<file path="src/icr_map.svh">
// Register map, field positions, reset values and timing counts of the configuration block
`ifndef ICR_MAP_SVH
`define ICR_MAP_SVH

// ============================================================
// Register indices (byte address is four times the index)
`define ICR_IDX_CCR 8'hf3
`define ICR_IDX_OAR_LOW 8'hf4
`define ICR_IDX_OAR_HIGH 8'hf5
`define ICR_IDX_DATA 8'hf6
`define ICR_IDX_GCA 8'hf7
`define ICR_IDX_ISR 8'hf8
`define ICR_IDX_IVR 8'hf9
`define ICR_IDX_RDAP 8'hfa
`define ICR_IDX_ECCR 8'hfe
`define ICR_IDX_CTRL 8'he0
`define ICR_IDX_DSEG 8'he1

// ============================================================
// Reset values
`define ICR_RST_ZERO 8'h00
`define ICR_RST_GCA 8'ha0
`define ICR_RST_PRIO 3'h7

// ============================================================
// Field positions
`define ICR_CCR_FAST 7
`define ICR_OARH_FREQ1 7
`define ICR_OARH_FREQ0 6
`define ICR_OARH_TEN 5
`define ICR_OARH_FREQ2 4
`define ICR_ISR_ONE 7
`define ICR_ISR_ERRP 2
`define ICR_ISR_RXP 1
`define ICR_ISR_TXP 0
`define ICR_CTRL_PE 0
`define ICR_CTRL_ITE 1
`define ICR_CTRL_DSTOP 2
`define ICR_CTRL_RXREG 3

// ============================================================
// Encodings and constants
`define ICR_ADDR_NEVER 8'h01
`define ICR_TEN_HEADER 5'h1e
`define ICR_PRIO_NONE 3'h7
`define ICR_EV_NONE 2'h0
`define ICR_EV_ERR 2'h1
`define ICR_EV_RX 2'h2
`define ICR_EV_TX 2'h3

// ============================================================
// Bus timing delay, in internal clock cycles, per clock range code
`define ICR_DLY_R0 8'h03
`define ICR_DLY_R1 8'h05
`define ICR_DLY_R2 8'h07
`define ICR_DLY_R3 8'h0c

`endif

</file>
<file path="src/icr_pkg.sv">
// Types shared by the configuration and interrupt register block
package icr_pkg;

    // Request sources in fixed order of precedence
    typedef enum logic [2:0] {
        ICR_SRC_NONE,
        ICR_SRC_ERR_STOP,
        ICR_SRC_RX_DMA,
        ICR_SRC_TX_DMA,
        ICR_SRC_ERR,
        ICR_SRC_RX,
        ICR_SRC_TX
    } icr_src_t;

endpackage

</file>
<file path="src/icr_regs.sv">
// Configuration, data, address match and interrupt registers of the two-wire bus interface
// Contract
// - Fast/standard select is software only and survives disable.
// - Nine-bit SCL divider from low seven and extended two high bits, kept on disable.
// - Seven-bit mode compares own address bits 7:1, direction bit ignored.
// - Address byte 01h is never acknowledged, own or general call.
// - Ten-bit address is own high bits 2:1 above all eight low bits.
// - Clock range field scales bus timing delays per internal clock range.
// - Clock range accepts writes only while disabled; software sets it first.
// - Ten-bit enable selects address mode, writable only while disabled.
// - Transmit starts after data write, or second edge after DMA completes.
// - Receive resumes after data read, or second edge after DMA completes.
// - General call address resets A0h, bit 0 ignored, written only while disabled.
// - Three-bit priority level; 0 highest, 7 no priority.
// - Fixed order: stop-error, rx DMA, tx DMA, error, receive, transmit.
// - Pending bits cleared by writing 0, writing 1 has no effect.
// - Error pending forced high while any error event flag stands.
// - Receive and transmit pending set on their events only with interrupts enabled.
// - Vector holds base 7:3, source code 2:1, bit 0 zero.
// - Memory-space receive DMA uses pointer bits 7:1 as register address.
// - Receive DMA extension from status register or segment register by select bit.
//
// Register access over Wishbone was decided locally.
`timescale 1ns/1ps
`include "icr_map.svh"

module icr_regs (
    input wire logic clk_in,
    input wire logic resetn_in,
    input wire logic wb_cyc_in,
    input wire logic wb_stb_in,
    input wire logic wb_we_in,
    input wire logic [9:0] wb_adr_in,
    input wire logic [3:0] wb_sel_in,
    input wire logic [31:0] wb_dat_in,
    output logic [31:0] wb_dat_out,
    output logic wb_ack_out,
    input wire logic [6:0] err_flags_in,
    input wire logic err_event_in,
    input wire logic rx_byte_valid_in,
    input wire logic [7:0] rx_byte_in,
    input wire logic tx_ready_in,
    input wire logic transmitter_in,
    input wire logic dma_done_in,
    input wire logic rx_dma_req_in,
    input wire logic tx_dma_req_in,
    input wire logic addr_check_in,
    input wire logic [7:0] addr_first_in,
    input wire logic [7:0] addr_second_in,
    output logic [8:0] scl_divider_out,
    output logic fast_standard_select_out,
    output logic [2:0] clock_range_field_out,
    output logic [7:0] timing_delay_out,
    output logic ten_bit_enable_out,
    output logic peripheral_enable_out,
    output logic addr_ack_out,
    output logic gc_match_out,
    output logic [7:0] tx_byte_out,
    output logic tx_load_out,
    output logic rx_release_out,
    output logic [2:0] priority_level_out,
    output icr_pkg::icr_src_t req_source_out,
    output logic req_active_out,
    output logic [6:0] rx_pointer_address_out,
    output logic [7:0] rx_extension_out
);
    import icr_pkg::*;

    // ============================================================
    // Reset release
    logic rst_meta;
    logic rst_sync;

    always_ff @(posedge clk_in or negedge resetn_in) begin
        if (!resetn_in) begin
            rst_meta <= 1'b0;
            rst_sync <= 1'b0;
        end else begin
            rst_meta <= 1'b1;
            rst_sync <= rst_meta;
        end
    end

    // ============================================================
    // Functions
    function automatic logic [7:0] range_delay(input logic [2:0] code);
        logic [7:0] d;
        d = `ICR_DLY_R3;
        case (code[1:0])
            2'h0: d = `ICR_DLY_R0;
            2'h1: d = `ICR_DLY_R1;
            2'h2: d = `ICR_DLY_R2;
            default: d = `ICR_DLY_R3;
        endcase
        return d;
    endfunction

    function automatic logic addr7_hit(input logic [7:0] rx, input logic [7:0] ref_addr);
        return (rx[7:1] == ref_addr[7:1]) && (rx != `ICR_ADDR_NEVER);
    endfunction

    // ============================================================
    // Registers
    logic [7:0] ccr;
    logic [7:0] oar_low;
    logic [7:0] oar_high;
    logic [7:0] data_buf;
    logic [7:0] gca;
    logic [2:0] prio;
    logic errp;
    logic rxp;
    logic txp;
    logic [4:0] vec_base;
    logic [1:0] vec_src;
    logic [7:0] rdap;
    logic [1:0] eccr;
    logic [3:0] ctrl;
    logic [7:0] dseg;
    logic ack;
    logic [31:0] rdata;
    logic addr_ack;
    logic gc_match;
    logic tx_load;
    logic rx_release;
    logic dma_done_d;

    logic [7:0] next_ccr;
    logic [7:0] next_oar_low;
    logic [7:0] next_oar_high;
    logic [7:0] next_data_buf;
    logic [7:0] next_gca;
    logic [2:0] next_prio;
    logic next_errp;
    logic next_rxp;
    logic next_txp;
    logic [4:0] next_vec_base;
    logic [1:0] next_vec_src;
    logic [7:0] next_rdap;
    logic [1:0] next_eccr;
    logic [3:0] next_ctrl;
    logic [7:0] next_dseg;
    logic next_ack;
    logic [31:0] next_rdata;
    logic next_addr_ack;
    logic next_gc_match;
    logic next_tx_load;
    logic next_rx_release;

    logic [7:0] idx;
    logic req;
    logic wr;
    logic rd;
    logic pe;
    logic interrupt_enable_bit;
    logic [7:0] isr_val;
    logic [7:0] ivr_val;
    logic own_hit;
    logic gc_hit;
    icr_src_t src;

    assign idx = wb_adr_in[9:2];
    assign req = wb_cyc_in && wb_stb_in;
    assign wr = req && ack && wb_we_in && wb_sel_in[0];
    assign rd = req && ack && !wb_we_in;
    assign pe = ctrl[`ICR_CTRL_PE];
    assign interrupt_enable_bit = ctrl[`ICR_CTRL_ITE];
    assign isr_val = {1'b1, prio, 1'b0, errp, rxp, txp};
    assign ivr_val = {vec_base, vec_src, 1'b0};

    // ============================================================
    // Address recognition
    always_comb begin
        if (oar_high[`ICR_OARH_TEN]) begin
            own_hit = (addr_first_in[7:3] == `ICR_TEN_HEADER) &&
                      (addr_first_in[2:1] == oar_high[2:1]) &&
                      (addr_second_in == oar_low);
        end else begin
            own_hit = addr7_hit(addr_first_in, oar_low);
        end
        if (addr_first_in == `ICR_ADDR_NEVER) begin
            own_hit = 1'b0;
        end
        gc_hit = addr7_hit(addr_first_in, gca);
    end

    // ============================================================
    // Request precedence
    always_comb begin
        if (errp && ctrl[`ICR_CTRL_DSTOP]) begin
            src = ICR_SRC_ERR_STOP;
        end else if (rx_dma_req_in) begin
            src = ICR_SRC_RX_DMA;
        end else if (tx_dma_req_in) begin
            src = ICR_SRC_TX_DMA;
        end else if (errp) begin
            src = ICR_SRC_ERR;
        end else if (rxp) begin
            src = ICR_SRC_RX;
        end else if (txp) begin
            src = ICR_SRC_TX;
        end else begin
            src = ICR_SRC_NONE;
        end
    end

    // ============================================================
    // Next values
    always_comb begin
        next_ccr = ccr;
        next_oar_low = oar_low;
        next_oar_high = oar_high;
        next_data_buf = data_buf;
        next_gca = gca;
        next_prio = prio;
        next_errp = errp;
        next_rxp = rxp;
        next_txp = txp;
        next_vec_base = vec_base;
        next_rdap = rdap;
        next_eccr = eccr;
        next_ctrl = ctrl;
        next_dseg = dseg;
        next_ack = req && !ack;
        next_rdata = 32'h0000_0000;
        next_addr_ack = 1'b0;
        next_gc_match = 1'b0;
        next_tx_load = 1'b0;
        next_rx_release = 1'b0;

        // Bus read data, unmapped reads zero
        if (req && !ack) begin
            case (idx)
                `ICR_IDX_CCR: next_rdata[7:0] = ccr;
                `ICR_IDX_OAR_LOW: next_rdata[7:0] = oar_low;
                `ICR_IDX_OAR_HIGH: next_rdata[7:0] = oar_high;
                `ICR_IDX_DATA: next_rdata[7:0] = data_buf;
                `ICR_IDX_GCA: next_rdata[7:0] = gca;
                `ICR_IDX_ISR: next_rdata[7:0] = isr_val;
                `ICR_IDX_IVR: next_rdata[7:0] = ivr_val;
                `ICR_IDX_RDAP: next_rdata[7:0] = rdap;
                `ICR_IDX_ECCR: next_rdata[1:0] = eccr;
                `ICR_IDX_CTRL: next_rdata[3:0] = ctrl;
                `ICR_IDX_DSEG: next_rdata[7:0] = dseg;
                default: next_rdata = 32'h0000_0000;
            endcase
        end

        // Bus writes
        if (wr) begin
            case (idx)
                `ICR_IDX_CCR: next_ccr = wb_dat_in[7:0];
                `ICR_IDX_OAR_LOW: next_oar_low = wb_dat_in[7:0];
                `ICR_IDX_OAR_HIGH: begin
                    next_oar_high[2:1] = wb_dat_in[2:1];
                    if (!pe) begin
                        next_oar_high[`ICR_OARH_FREQ1] = wb_dat_in[`ICR_OARH_FREQ1];
                        next_oar_high[`ICR_OARH_FREQ0] = wb_dat_in[`ICR_OARH_FREQ0];
                        next_oar_high[`ICR_OARH_FREQ2] = wb_dat_in[`ICR_OARH_FREQ2];
                        next_oar_high[`ICR_OARH_TEN] = wb_dat_in[`ICR_OARH_TEN];
                    end
                end
                `ICR_IDX_DATA: begin
                    next_data_buf = wb_dat_in[7:0];
                    next_tx_load = transmitter_in;
                end
                `ICR_IDX_GCA: begin
                    if (!pe) begin
                        next_gca = wb_dat_in[7:0];
                    end
                end
                `ICR_IDX_ISR: begin
                    next_prio = wb_dat_in[6:4];
                    next_errp = errp && wb_dat_in[`ICR_ISR_ERRP];
                    next_rxp = rxp && wb_dat_in[`ICR_ISR_RXP];
                    next_txp = txp && wb_dat_in[`ICR_ISR_TXP];
                end
                `ICR_IDX_IVR: next_vec_base = wb_dat_in[7:3];
                `ICR_IDX_RDAP: next_rdap = wb_dat_in[7:0];
                `ICR_IDX_ECCR: next_eccr = wb_dat_in[1:0];
                `ICR_IDX_CTRL: next_ctrl = wb_dat_in[3:0];
                `ICR_IDX_DSEG: next_dseg = wb_dat_in[7:0];
                default: next_ctrl = ctrl;
            endcase
        end

        // Data register pacing
        if (rd && (idx == `ICR_IDX_DATA) && !transmitter_in) begin
            next_rx_release = 1'b1;
        end
        if (dma_done_d) begin
            next_tx_load = transmitter_in;
            next_rx_release = !transmitter_in;
        end
        if (rx_byte_valid_in) begin
            next_data_buf = rx_byte_in;
        end

        // Pending bits: set wins over clear
        if ((err_event_in && interrupt_enable_bit) || (|err_flags_in)) begin
            next_errp = 1'b1;
        end
        if (rx_byte_valid_in && interrupt_enable_bit) begin
            next_rxp = 1'b1;
        end
        if (tx_ready_in && interrupt_enable_bit) begin
            next_txp = 1'b1;
        end

        // Address answer
        if (addr_check_in && pe) begin
            next_addr_ack = own_hit || gc_hit;
            next_gc_match = gc_hit && !own_hit;
        end
    end

    // Vector source code from the highest-ranked request; held while a DMA request or no request ranks first
    always_comb begin
        case (src)
            ICR_SRC_ERR_STOP: next_vec_src = `ICR_EV_ERR;
            ICR_SRC_ERR: next_vec_src = `ICR_EV_ERR;
            ICR_SRC_RX: next_vec_src = `ICR_EV_RX;
            ICR_SRC_TX: next_vec_src = `ICR_EV_TX;
            default: next_vec_src = vec_src;
        endcase
    end

    // ============================================================
    // State registers
    always_ff @(posedge clk_in or negedge rst_sync) begin
        if (!rst_sync) begin
            ccr <= `ICR_RST_ZERO;
            oar_low <= `ICR_RST_ZERO;
            oar_high <= `ICR_RST_ZERO;
            data_buf <= `ICR_RST_ZERO;
            gca <= `ICR_RST_GCA;
            prio <= `ICR_RST_PRIO;
            errp <= 1'b0;
            rxp <= 1'b0;
            txp <= 1'b0;
            vec_base <= 5'h00;
            vec_src <= `ICR_EV_NONE;
            rdap <= `ICR_RST_ZERO;
            eccr <= 2'h0;
            ctrl <= 4'h0;
            dseg <= `ICR_RST_ZERO;
            ack <= 1'b0;
            rdata <= 32'h0000_0000;
            addr_ack <= 1'b0;
            gc_match <= 1'b0;
            tx_load <= 1'b0;
            rx_release <= 1'b0;
            dma_done_d <= 1'b0;
        end else begin
            ccr <= next_ccr;
            oar_low <= next_oar_low;
            oar_high <= next_oar_high;
            data_buf <= next_data_buf;
            gca <= next_gca;
            prio <= next_prio;
            errp <= next_errp;
            rxp <= next_rxp;
            txp <= next_txp;
            vec_base <= next_vec_base;
            vec_src <= next_vec_src;
            rdap <= next_rdap;
            eccr <= next_eccr;
            ctrl <= next_ctrl;
            dseg <= next_dseg;
            ack <= next_ack;
            rdata <= next_rdata;
            addr_ack <= next_addr_ack;
            gc_match <= next_gc_match;
            tx_load <= next_tx_load;
            rx_release <= next_rx_release;
            dma_done_d <= dma_done_in;
        end
    end

    // ============================================================
    // Outputs
    assign wb_ack_out = ack;
    assign wb_dat_out = rdata;
    assign scl_divider_out = {eccr, ccr[6:0]};
    assign fast_standard_select_out = ccr[`ICR_CCR_FAST];
    assign clock_range_field_out = {oar_high[`ICR_OARH_FREQ2], oar_high[`ICR_OARH_FREQ1],
                                    oar_high[`ICR_OARH_FREQ0]};
    assign timing_delay_out = range_delay(clock_range_field_out);
    assign ten_bit_enable_out = oar_high[`ICR_OARH_TEN];
    assign peripheral_enable_out = pe;
    assign addr_ack_out = addr_ack;
    assign gc_match_out = gc_match;
    assign tx_byte_out = data_buf;
    assign tx_load_out = tx_load;
    assign rx_release_out = rx_release;
    assign priority_level_out = prio;
    assign req_source_out = src;
    assign req_active_out = (src != ICR_SRC_NONE) && (prio != `ICR_PRIO_NONE);
    assign rx_pointer_address_out = ctrl[`ICR_CTRL_RXREG] ? 7'h00 : rdap[7:1];
    assign rx_extension_out = rdap[0] ? dseg : isr_val;

endmodule

</file>
<file path="config.mk">
export PLATFORM = sky130hd
export DESIGN_NAME = icr_regs
export DESIGN_NICKNAME = d
export VERILOG_FILES = /design/src/icr_pkg.sv /design/src/icr_regs.sv
export VERILOG_INCLUDE_DIRS = /design/src
export SDC_FILE = /design/constraint.sdc
export NUM_CORES = 1
export LEC_CHECK = 0
export BUFFER_PORTS_ARGS = -buffer_cell sky130_fd_sc_hd__clkbuf_2
export CORE_ASPECT_RATIO = 0.6
export CORE_MARGIN = 2
export CORE_UTILIZATION = 51
export DETAILED_ROUTE_END_ITERATION = 16
export PLACE_DENSITY = 0.85
export SYNTH_ARGS = -nofsm -noshare
export SYNTH_HDL_FRONTEND = slang
export SYNTH_SLANG_ARGS = --single-unit
</file>
<file path="constraint.sdc">
create_clock -name clk_in -period 3.3 [get_ports clk_in]
set_clock_uncertainty 0.05 [all_clocks]
set_input_delay 0.33 -clock clk_in [delete_from_list [all_inputs] [get_ports clk_in]]
set_output_delay 0.33 -clock clk_in [all_outputs]
set_load 0.02 [all_outputs]
</file>
-- Word level (Yosys, flattened, before mapping)
Index checks and enable logic that the tools add are counted.
- register bits after elaboration: 113
- bits in latches: 0
- bits in writable memories: 0
- bits in read-only memories: 0
- input bits: 90
- word-level logic and storage cells: 142
- memories: 0
- add/sub/neg operators: 0
- multipliers: 0
- div/mod/pow operators: 0
- order comparisons: 0
- eq/ne operators: 25
- shift operators: 0
- multiplexer cells: 35
- bitwise logic cells: 1
- reductions and logical operators: 56
- operator list (cell ; number):
    8-bit equality test (second input constant) ; 11
    8-bit 2-to-1 mux ; 5
    4-bit case mux with 9 select lines ; 1
    2-bit AND reduction ; 13
    1-bit logical AND ; 22
    2-bit case mux with 11 select lines ; 1
    2-bit case mux with 10 select lines ; 1
    1-bit 2-to-1 mux ; 18
    3-bit 2-to-1 mux ; 6
    2-bit nonzero test ; 8
    7-bit equality test ; 2
    4-bit case mux with 3 select lines ; 1
    3-bit equality test (second input constant) ; 3
    8-bit by 1-bit equality test with 1-bit output (second input constant) ; 1
    8-bit equality test ; 1
    8-bit by 1-bit != test with 1-bit output (second input constant) ; 1
    7-bit 2-to-1 mux ; 1
    7-bit OR reduction ; 1
    2-bit case mux with 3 select lines ; 1
    3-bit AND reduction ; 2
    3-bit nonzero test ; 2
    5-bit equality test (second input constant) ; 1
    1-bit zero test ; 4
    3-bit by 1-bit equality test with 1-bit output (second input constant) ; 1
    other kinds (8) ; 9

-- Longest topological paths before layout
Gate-level depths: netlist of run 1.
- depth after elaboration: 9
- gate-level depth with buffers: 7
- depth with buffers taken out: 4

-- Worst setup path before layout of run 1
OpenSTA, ideal clock, no wires.
- path type: input-to-reg
- from: input port wb_adr_in[4]
- to: register dseg[1]
- setup time: 125 ps
- arrival time: 1665 ps
- setup slack: 1460 ps
- stages on the path: 5
- path through: buf_6 or4b_4 nor3b_4 nand2_4 mux2_4
- cells in the longest elaborated chain, start to end: 2
- ends and longest elaborated chain (what ; RTL line ; RTL):
    start, declared ; icr_regs.sv:33 ; input wire logic [9:0] wb_adr_in,
    8-bit equality test ; icr_regs.sv:250 ; case (idx)
    2-bit AND reduction (no source line) ; n/a ;
    end signal, assigned ; icr_regs.sv:345 ; dseg <= `ICR_RST_ZERO;
    end signal, assigned ; icr_regs.sv:368 ; dseg <= next_dseg;
    end, declared ; icr_regs.sv:118 ; logic [7:0] dseg;
No other way between the ends.
A chain may end at the register's enable or synchronous reset.

-- Final worst setup path of run 1
- from: register ack, in the netlist wb_ack_out
- to: register gca[1]
- cells in the longest elaborated chain, start to end: 4
- ends and longest elaborated chain (what ; RTL line ; RTL):
    start, declared ; icr_regs.sv:119 ; logic ack;
    start signal, assigned ; icr_regs.sv:369 ; ack <= next_ack;
    1-bit logical AND (3 in series) ; icr_regs.sv:163 ; assign wr = req && ack && wb_we_in && wb_sel_in[0];
    3-bit AND reduction (no source line) ; n/a ;
    end signal, assigned ; icr_regs.sv:335 ; gca <= `ICR_RST_GCA;
    end signal, assigned ; icr_regs.sv:358 ; gca <= next_gca;
    end, declared ; icr_regs.sv:108 ; logic [7:0] gca;
No other way between the ends.

==> run summary, run 1 <==
Status - completed
Yosys top cell by area - dfrtp_1
TritonCTS buffer count - 9
Count leader, synth - dfrtp_1
IO Pins - 180
Synth Register Bits - 89
First-pass GRT wire length - 22400 um
Clock share of power - 40.6%
Vias in the first global route - 4021
PnR Total Power - 0.00234 W
Post-synth top flop - dfrtp_1
Post-synthesis cell count - 482
Detailed Route WL - 14500 um
Final Critical Period - 2170 ps
GRT met3 Usage - 6.42%
Setup-failing EPs final - 0
Worst-Margin Slew - 1110 ps
Max VDD drop - 244 uV
RSZ-0062 raised after global routing - false
Syn Std Cell Area - 5160 um^2
Layout cells sized above 1 - 28.6%
CTS clk-pin slew, worst paths - 60 ps
Fin Hold WS - 60.2 ps
Slew HR - 25.8%
Post-synthesis mux area share - 18.7%
Hold Crit Class - input pin to flop
CTS resizes - 0
Die Ht - 81.9 um
Pwr dens - 385 nW/um^2
Final core occ - 61.6%
Die area - 11000 um^2
Nets - 689
Switching power - 0.000618 W
Fin crit share - 65.7%
Placed Area - 5780 um^2
Largest family of logic cells by synthesized area - multiplexers
Avg WL per Cell - 19.7 um
Clock Sinks - 89
EDFF count, synth - 0
Leakage power - 3.01 nW
Internal power - 0.00172 W
Synth unique cells - 65
XOR/XNOR Fraction of Synth Area - 4.42%
Synth Area in Simple Gates - 16.5%
# DRC - 0
Top Usage Layer GRT - met2
DRT iter0 DRCs - 417
Synth top area share - 40.8%
Remaining Overflow, GRT - 0
Reg power frac - 48.8%
Port buffer count - 122
DR pass1 iterations - 6
Slew Limit Fails - 0
Filler cells - 802
Sw Share - 26.5%
Synth Area in Adders - 0%
WS Path Type - flop to flop
DR vias/cell - 5.80
Diode count - 0
Sequential fraction of the synthesis area - 43.3%
Critical Path RT - 3470 ps
Most frequent cells after synthesis - 84 x dfrtp_1, 52 x mux2_1, 36 x nand2_1, 31 x buf_4
Met1 Track Usage GR - 39.6%
Skew-Pair Late Insertion Delay - 350 ps
Core Region - 9840 um^2
CTS tree - done
MaxCap Viol Count - 0
Via count of the routed design - 4284
Largest net degree at the start of global routing - 88
Worst Path Arrival - 2340 ps
Nature of the critical path startpoint - flop
Post-route cell area - 6060 um^2
H-tree depth - 3
CTS Buffer Depth - 2
YS warnings - 0
Aggregate global-route resource usage - 27.2%
Comb pwr share - 10.5%
Met2 Use GR - 41.8%
Synth Area in Compound Gates - 9.46%
Max Freq - 461 MHz
Setup TNS - 0 ps
Die width - 134 um
Final hold vios - 0
Antenna violations before repair - 0
Async S/R FF share, synth - 100%
Syn Area/Cell - 10.7 um^2
Area Growth Syn to Fin - 17.5%
Initial Utilization - 52.4%
CTS root buffer - clkbuf_16
Routed Antenna Nets - 0
Worst setup EP type - flop
Largest cells by area after synthesis - dfrtp_1 41%, mux2_1 11%, buf_4 4.5%
HPWL after DPL - 10800 um
Max FO, Critical Path - 8
Routability cong. - 0.922
Row cnt - 28
==> cell type report <==
type,count,area [um^2],area share [%]
repair buffers,134,703,11.6
well taps,135,169,2.79
clock inverters,5,31.3,0.516
clock buffers,11,243,4.00
flip-flops and latches,89,2240,36.9
inverters,10,37.5,0.619
multi-input cells,355,2640,43.6
==> through the flow <==
step	cells	setup WS [ps]
final	739	1130
after global routing	739	1040
after CTS	739	1180
after detailed placement	722	826
after global placement	722	954
after floorplan	509	596
==> logic make-up after synthesis <==
family,count (synthesis)
AOI/OAI and AO/OA,73
xor gates and xnor gates,26
buffers and inverters,65
DFF,89
muxes,84
other,2
and+or+nand+nor,143
==> sequential cells by signal, summed over array words and instances, names as in the netlist <==
name                cells
errp                    1
dma_done_d              1
vec_base                5
addr_ack_out            1
tx_byte_out             8
tx_load_out             1
wb_ack_out              1
gca                     8
dseg                    8
priority_level_out      3
ccr                     8
oar_low                 8
rx_release_out          1
wb_dat_out              8
rst_meta                1
txp                     1
rst_sync                1
gc_match_out            1
vec_src                 2
oar_high                6
rdap                    8
eccr                    2
ctrl                    4
rxp                     1
==> final timing paths <==
check / start / to / slack, ps / cells past startpoint
min in group asynchronous: resetn_in / rst_sync / 240 / 2
max in group asynchronous: rst_sync / ccr[2] / 1990 / 0
worst max-delay path: wb_ack_out / gca[1] / 1130 / 4
worst min-delay path: dma_done_in / dma_done_d / 60 / 1
worst min register to register: rst_meta / rst_sync / 300 / 0
worst max register to register: wb_ack_out / gca[1] / 1130 / 4
==> per-layer routing <==
metal | wire, um | part of all wire [%]
met2 | 6420 | 44
met4 | 151 | 1.0
met3 | 1230 | 8.5
met5 | 0 | 0
met1 | 6730 | 46
==> cells in the final DEF (no fill, tap or decap), types with 6 or more instances in the layout <==
cell / count
clkbuf_2: 122
dfrtp_1: 83
mux2_1: 52
nand2_1: 36
conb_1: 29
mux2i_1: 19
xnor2_1: 19
nor2_1: 15
o21ai_1: 13
nand3_1: 12
buf_4: 11
o21ai_0: 10
nor2b_1: 10
nor4_1: 10
inv_1: 9
clkbuf_16: 9
nor3_1: 8
mux2_4: 8
a21oi_1: 7
xor2_1: 7
nand4_1: 6
==> timing repair <==
| item | CTS | global route |
|---|---|---|
| hold endpoints to repair | 2 | 0 |
| setup buffers | 0 | 0 |
| hold buffers | 1 | 0 |
==> power by group through the flow <==
stage / clock network [W] / registers, W / logic (W)
6_report: 0.000949 / 0.00114 / 0.000246
5_1_grt: 0.00102 / 0.00115 / 0.000264
4_1_cts: 0.000964 / 0.00114 / 0.000242
3_5_place_dp: 0 / 0.00116 / 0.000240
3_3_place_gp: 0 / 0.00116 / 0.000233
2_1_floorplan: 0 / 0.00116 / 0.000154
==> worst max-delay path: stages (launching register included) <==
cell and delay, ps:
dfrtp_1 390, and3_1 250, and2_1 430, and4b_1 550, mux2_1 380
(Power assumes the default switching activity.)
==> run 2: changes to the inputs <==
Clock period 3.3 ns to 2.17 ns, I/O delays scaled along.
==> run 2 against run 1 <==
Net effect: utilization increased by 2.0 points; non-clock buffer count increased by 17; sequential power increased by 50%; global-route usage increased by 1.3 points; routed wire length increased by 3.8%; die area unchanged; critical path depth unchanged; first-iteration DRC count increased by 36%; combinational power increased by 74%; design area increased by 3.2%; via count increased by 4.2%; sequential share of layout area decreased by 1.1 points; critical endpoint is now gca[3].
==> run summary, run 2 (synthesis results as in run 1) <==
Status - completed
Final hold vios - 0
Max Freq - 513 MHz
Remaining Overflow, GRT - 0
Reg2Reg Launch Point - wb_ack_out
CTS Buffer Depth - 2
RR Endpoint - gca[3]
Die Ht - 81.9 um
MaxCap Viol Count - 0
Leakage power - 3.12 nW
Worst-Margin Slew - 511 ps
Aggregate global-route resource usage - 28.5%
Port buffer count - 122
Avg WL per Cell - 20.0 um
Critical path's slowest cell - and4b_1
IO Pins - 180
CTS clk-pin slew, worst paths - 60 ps
Slew Limit Fails - 0
Die width - 134 um
Layout cells sized above 1 - 30.4%
Hold_sp - rx_byte_in[6]
Largest net degree at the start of global routing - 74
Final Critical Period - 1950 ps
Row cnt - 28
DR vias/cell - 5.90
WS Path Type - flop to flop
TritonCTS buffer count - 9
DR pass1 iterations - 5
Core Region - 9840 um^2
CP Cell Sequence - and3_1, and2_1, and4b_1, mux2_1
Setup TNS - 0 ps
Area Growth Syn to Fin - 21.3%
CTS tree - done
# DRC - 0
Leading cell type in the layout, fill and taps excluded - clkbuf_2
Setup-failing EPs final - 0
Routed Antenna Nets - 0
Skew-Pair Late Insertion Delay - 350 ps
HPWL after DPL - 11200 um
Nature of the critical path startpoint - flop
Pwr dens - 591 nW/um^2
Nets - 706
DRT iter0 DRCs - 567
Die area - 11000 um^2
Max VDD drop - 409 uV
Fin Hold WS - 32.8 ps
RSZ-0062 raised after global routing - false
Largest stage delay, worst path - 510 ps
Antenna violations before repair - 0
Max FO, Critical Path - 8
R2r worst-path depth - 4
Initial Utilization - 52.4%
First-pass GRT wire length - 23400 um
Vias in the first global route - 4242
Via count of the routed design - 4464
Diode count - 0
Routability cong. - 0.939
WHS Endpoint - tx_byte_out[6]
Hold Crit Class - input pin to flop
Setup Fix Bufs, Post-CTS - 0
Clock Sinks - 89
Crit path max-delay family - simple AND/OR/NAND/NOR gates
CTS root buffer - clkbuf_16
Reg-to-reg setup timing slack - 220 ps
Worst setup EP type - flop
H-tree depth - 3
Most frequent cells in the layout - 122 x clkbuf_2, 83 x dfrtp_1, 52 x mux2_1, 36 x nand2_1, 29 x conb_1
Fin crit share - 89.8%
Worst Path Arrival - 2120 ps
Final core occ - 63.5%
Worst Path Buf+Inv - 0
Detailed Route WL - 15100 um
Critical Path RT - 2340 ps
Hold Path Depth - 3
Slew HR - 65.7%
[run 2: power by group]
group / leakage (nW) / switching [W] / internal [W]
registers: 1.19 / 0.0000270 / 0.00168
logic: 1.79 / 0.000282 / 0.000147
clock network: 0.148 / 0.000639 / 0.000915
[run 2: area by class of cell]
type                       count  area [um^2]
fill                         809         3590
multi-input combinational    355         2640
sequential                    89         2240
timing repair buffer         151          873
clock buffer                  10          239
tap                          135          169
clock inverter                 6         57.6
inverter                      10         37.5
[run 2: how the worst max path moves through the flow]
stage | from | end | slack [ps] | cells after the start
6_report | wb_ack_out | gca[3] | 220 | 4
5_1_grt | wb_ack_out | gca[6] | 140 | 4
3_5_place_dp | wb_adr_in[3] | dseg[4] | 200 | 5
4_1_cts | wb_ack_out | gca[3] | 260 | 4
2_1_floorplan | wb_ack_out | gca[0] | 340 | 6
3_3_place_gp | wb_adr_in[2] | ccr[3] | 220 | 6
[run 2: metal layers]
metal	wire length (um)	track usage (%)	share of wire, %	up-vias
met5	0	0	0	-
met4	231	7.66	1.5	0
met3	1530	6.79	10	31
met2	6540	43.4	43	268
met1	6780	41.1	45	2193
li1	-	-	-	1972
[run 2: stage by stage]
stage / setup slack, ps / power (W) / cell area, um^2 / cells
6_report: 222 / 0.00369 / 6250 / 756
5_1_grt: 137 / 0.00383 / 6250 / 756
4_1_cts: 257 / 0.00371 / 6250 / 756
3_5_place_dp: 204 / 0.00216 / 5930 / 737
3_3_place_gp: 218 / 0.00214 / 5930 / 737
2_1_floorplan: 340 / 0.00200 / 5260 / 509
[run 2: worst min-delay path: stages]
cell and delay (ps):
clkbuf_2 70, nand2_1 40, o21ai_1 60
[run 2: what timing repair did]
item                      in CTS  in global routing
resized for setup              0                  0
hold buffers                   3                  0
hold endpoints to repair       4                  0
==> run 3: changes to the inputs <==
Settings changed: CORE_UTILIZATION 51 to 46, PLACE_DENSITY 0.85 to 0.81.
Clock period 2.17 ns to 1.6 ns, I/O delays scaled along.
==> run 3 against run 2 <==
Net effect: the run now ends with negative setup slack left; global-route usage decreased by 0.47 points; sequential share of layout area is 3.2 points lower; clock power up 47%; sequential power rose by 35%; die area increased by 10%; utilization increased by 0.50 points; non-clock buffer count up 56; critical endpoint is now gca[6].
==> run summary, run 3 (synthesis results as in run 1) <==
# DRC - 0
H-tree depth - 3
Worst setup EP type - flop
Area Growth Syn to Fin - 33.4%
Pwr dens - 766 nW/um^2
TritonCTS buffer count - 9
Die area - 12100 um^2
Remaining Overflow, GRT - 0
Routability cong. - 0.932
Avg WL per Cell - 20.4 um
Skew-Pair Late Insertion Delay - 350 ps
Clock Sinks - 89
Max FO, Critical Path - 7
Leakage power - 3.38 nW
Dpl cells - 781
HPWL after DPL - 12400 um
Die width - 141 um
Detailed Route WL - 16700 um
Sw Share - 25.7%
DR vias/cell - 5.66
Core Region - 10700 um^2
Diode count - 0
Critical Path RT - 1780 ps
R2r worst-path depth - 5
IO Pins - 180
Layout cells sized above 1 - 38.7%
Worst Path Arrival - 1830 ps
DRT iter0 DRCs - 288
WS Path Type - flop to flop
Internal power - 0.00391 W
CTS Buffer Depth - 2
MaxCap Viol Count - 0
Failing checks - negative setup slack
CTS root buffer - clkbuf_16
Setup WS pre-CTS - -237 ps
Initial Utilization - 48.0%
Reg power frac - 43.9%
Placed Area - 6250 um^2
Nature of the critical path startpoint - flop
Hold Path Depth - 3
First-pass GRT wire length - 25800 um
CTS tree - done
Final worst setup slack - -48.0 ps
Final std cells w/o fill - 816
Max VDD drop - 571 uV
CTS clk-pin slew, worst paths - 60 ps
Routed Antenna Nets - 0
Clock share of power - 43.2%
Fin crit share - 103%
Comb pwr share - 12.9%
Slew Limit Fails - 0
DR pass1 iterations - 5
Vias in the first global route - 4653
Row cnt - 29
Setup-failing EPs final - 12
Antenna violations before repair - 0
RSZ-0062 raised after global routing - true
Final hold vios - 0
Largest net degree at the start of global routing - 88
Final Critical Period - 1650 ps
Die Ht - 86.0 um
Port buffer count - 122
Via count of the routed design - 4620
Most frequent cells in the layout - 120 x clkbuf_2, 78 x dfrtp_1, 66 x buf_4, 42 x mux2_1, 35 x nand2_1
Switching power - 0.00136 W
Status - finished, violations left
Nets - 762
Leading cell type in the layout, fill and taps excluded - clkbuf_2
Max Freq - 607 MHz
Hold Crit Class - input pin to flop
Aggregate global-route resource usage - 28.0%
Post-route cell area - 6880 um^2
==> run 3: final timing paths <==
kind,startpoint,endpoint,slack (ps)
worst max register to register,wb_ack_out,gca[6],-50
worst min register to register,rst_sync,oar_high[7],310
worst max-delay path,wb_ack_out,gca[6],-50
min in group asynchronous,resetn_in,rst_sync,70
worst min-delay path,err_event_in,errp,10
max in group asynchronous,rst_sync,wb_ack_out,810
==> run 3: power groups by stage <==
stage	combinational, W	clock, W	sequential (W)
2_1_floorplan	0.000321	0	0.00240
3_3_place_gp	0.000606	0	0.00235
3_5_place_dp	0.000622	0	0.00235
4_1_cts	0.000658	0.00230	0.00231
5_1_grt	0.000728	0.00240	0.00231
6_report	0.000679	0.00228	0.00231
==> run 3: worst max-delay path, stage by stage, from the launching register on <==
cell,delay [ps]
dfrtp_2,360
and3_4,220
and2_4,200
and4b_2,270
buf_6,140
mux2_4,300
==> run 3: layer usage <==
metal | vias to the layer above | GRT usage (%) | share of wire [%]
met5 | - | 0 | 0
met4 | 0 | 5.27 | 1.4
met3 | 25 | 7.93 | 9.1
met2 | 230 | 42.5 | 43
met1 | 2288 | 40.7 | 47
li1 | 2077 | - | -
==> run 3: cell type report <==
cell class | instances | area, um^2
well taps | 139 | 174
inverters | 10 | 37.5
clock buffers | 10 | 229
clock inverters | 6 | 91.3
flip-flops and latches | 89 | 2240
multi-input cells | 355 | 2780
repair buffers | 207 | 1330
fillers | 846 | 3860
==> run 3: what timing repair did <==
| action | in CTS | in global routing |
|---|---|---|
| pin swaps | 2 | 3 |
| resized for setup | 9 | 25 |
| setup buffers | 3 | 2 |
| hold endpoints to repair | 15 | 0 |
| setup endpoints to repair | 31 | 43 |
| hold buffers | 14 | 0 |
| cloned | 0 | 0 |
==> run 3: per-stage QoR <==
stage	hold slack (ps)	utilization [%]	TNS [ps]	power [W]
2_1_floorplan	-186	-	-1880	0.00272
3_3_place_gp	-105	58.2	-4910	0.00296
3_5_place_dp	-102	58.2	-6800	0.00297
4_1_cts	19.9	63.0	-367	0.00527
5_1_grt	37.2	64.0	-985	0.00544
6_report	14.8	64.0	-338	0.00527
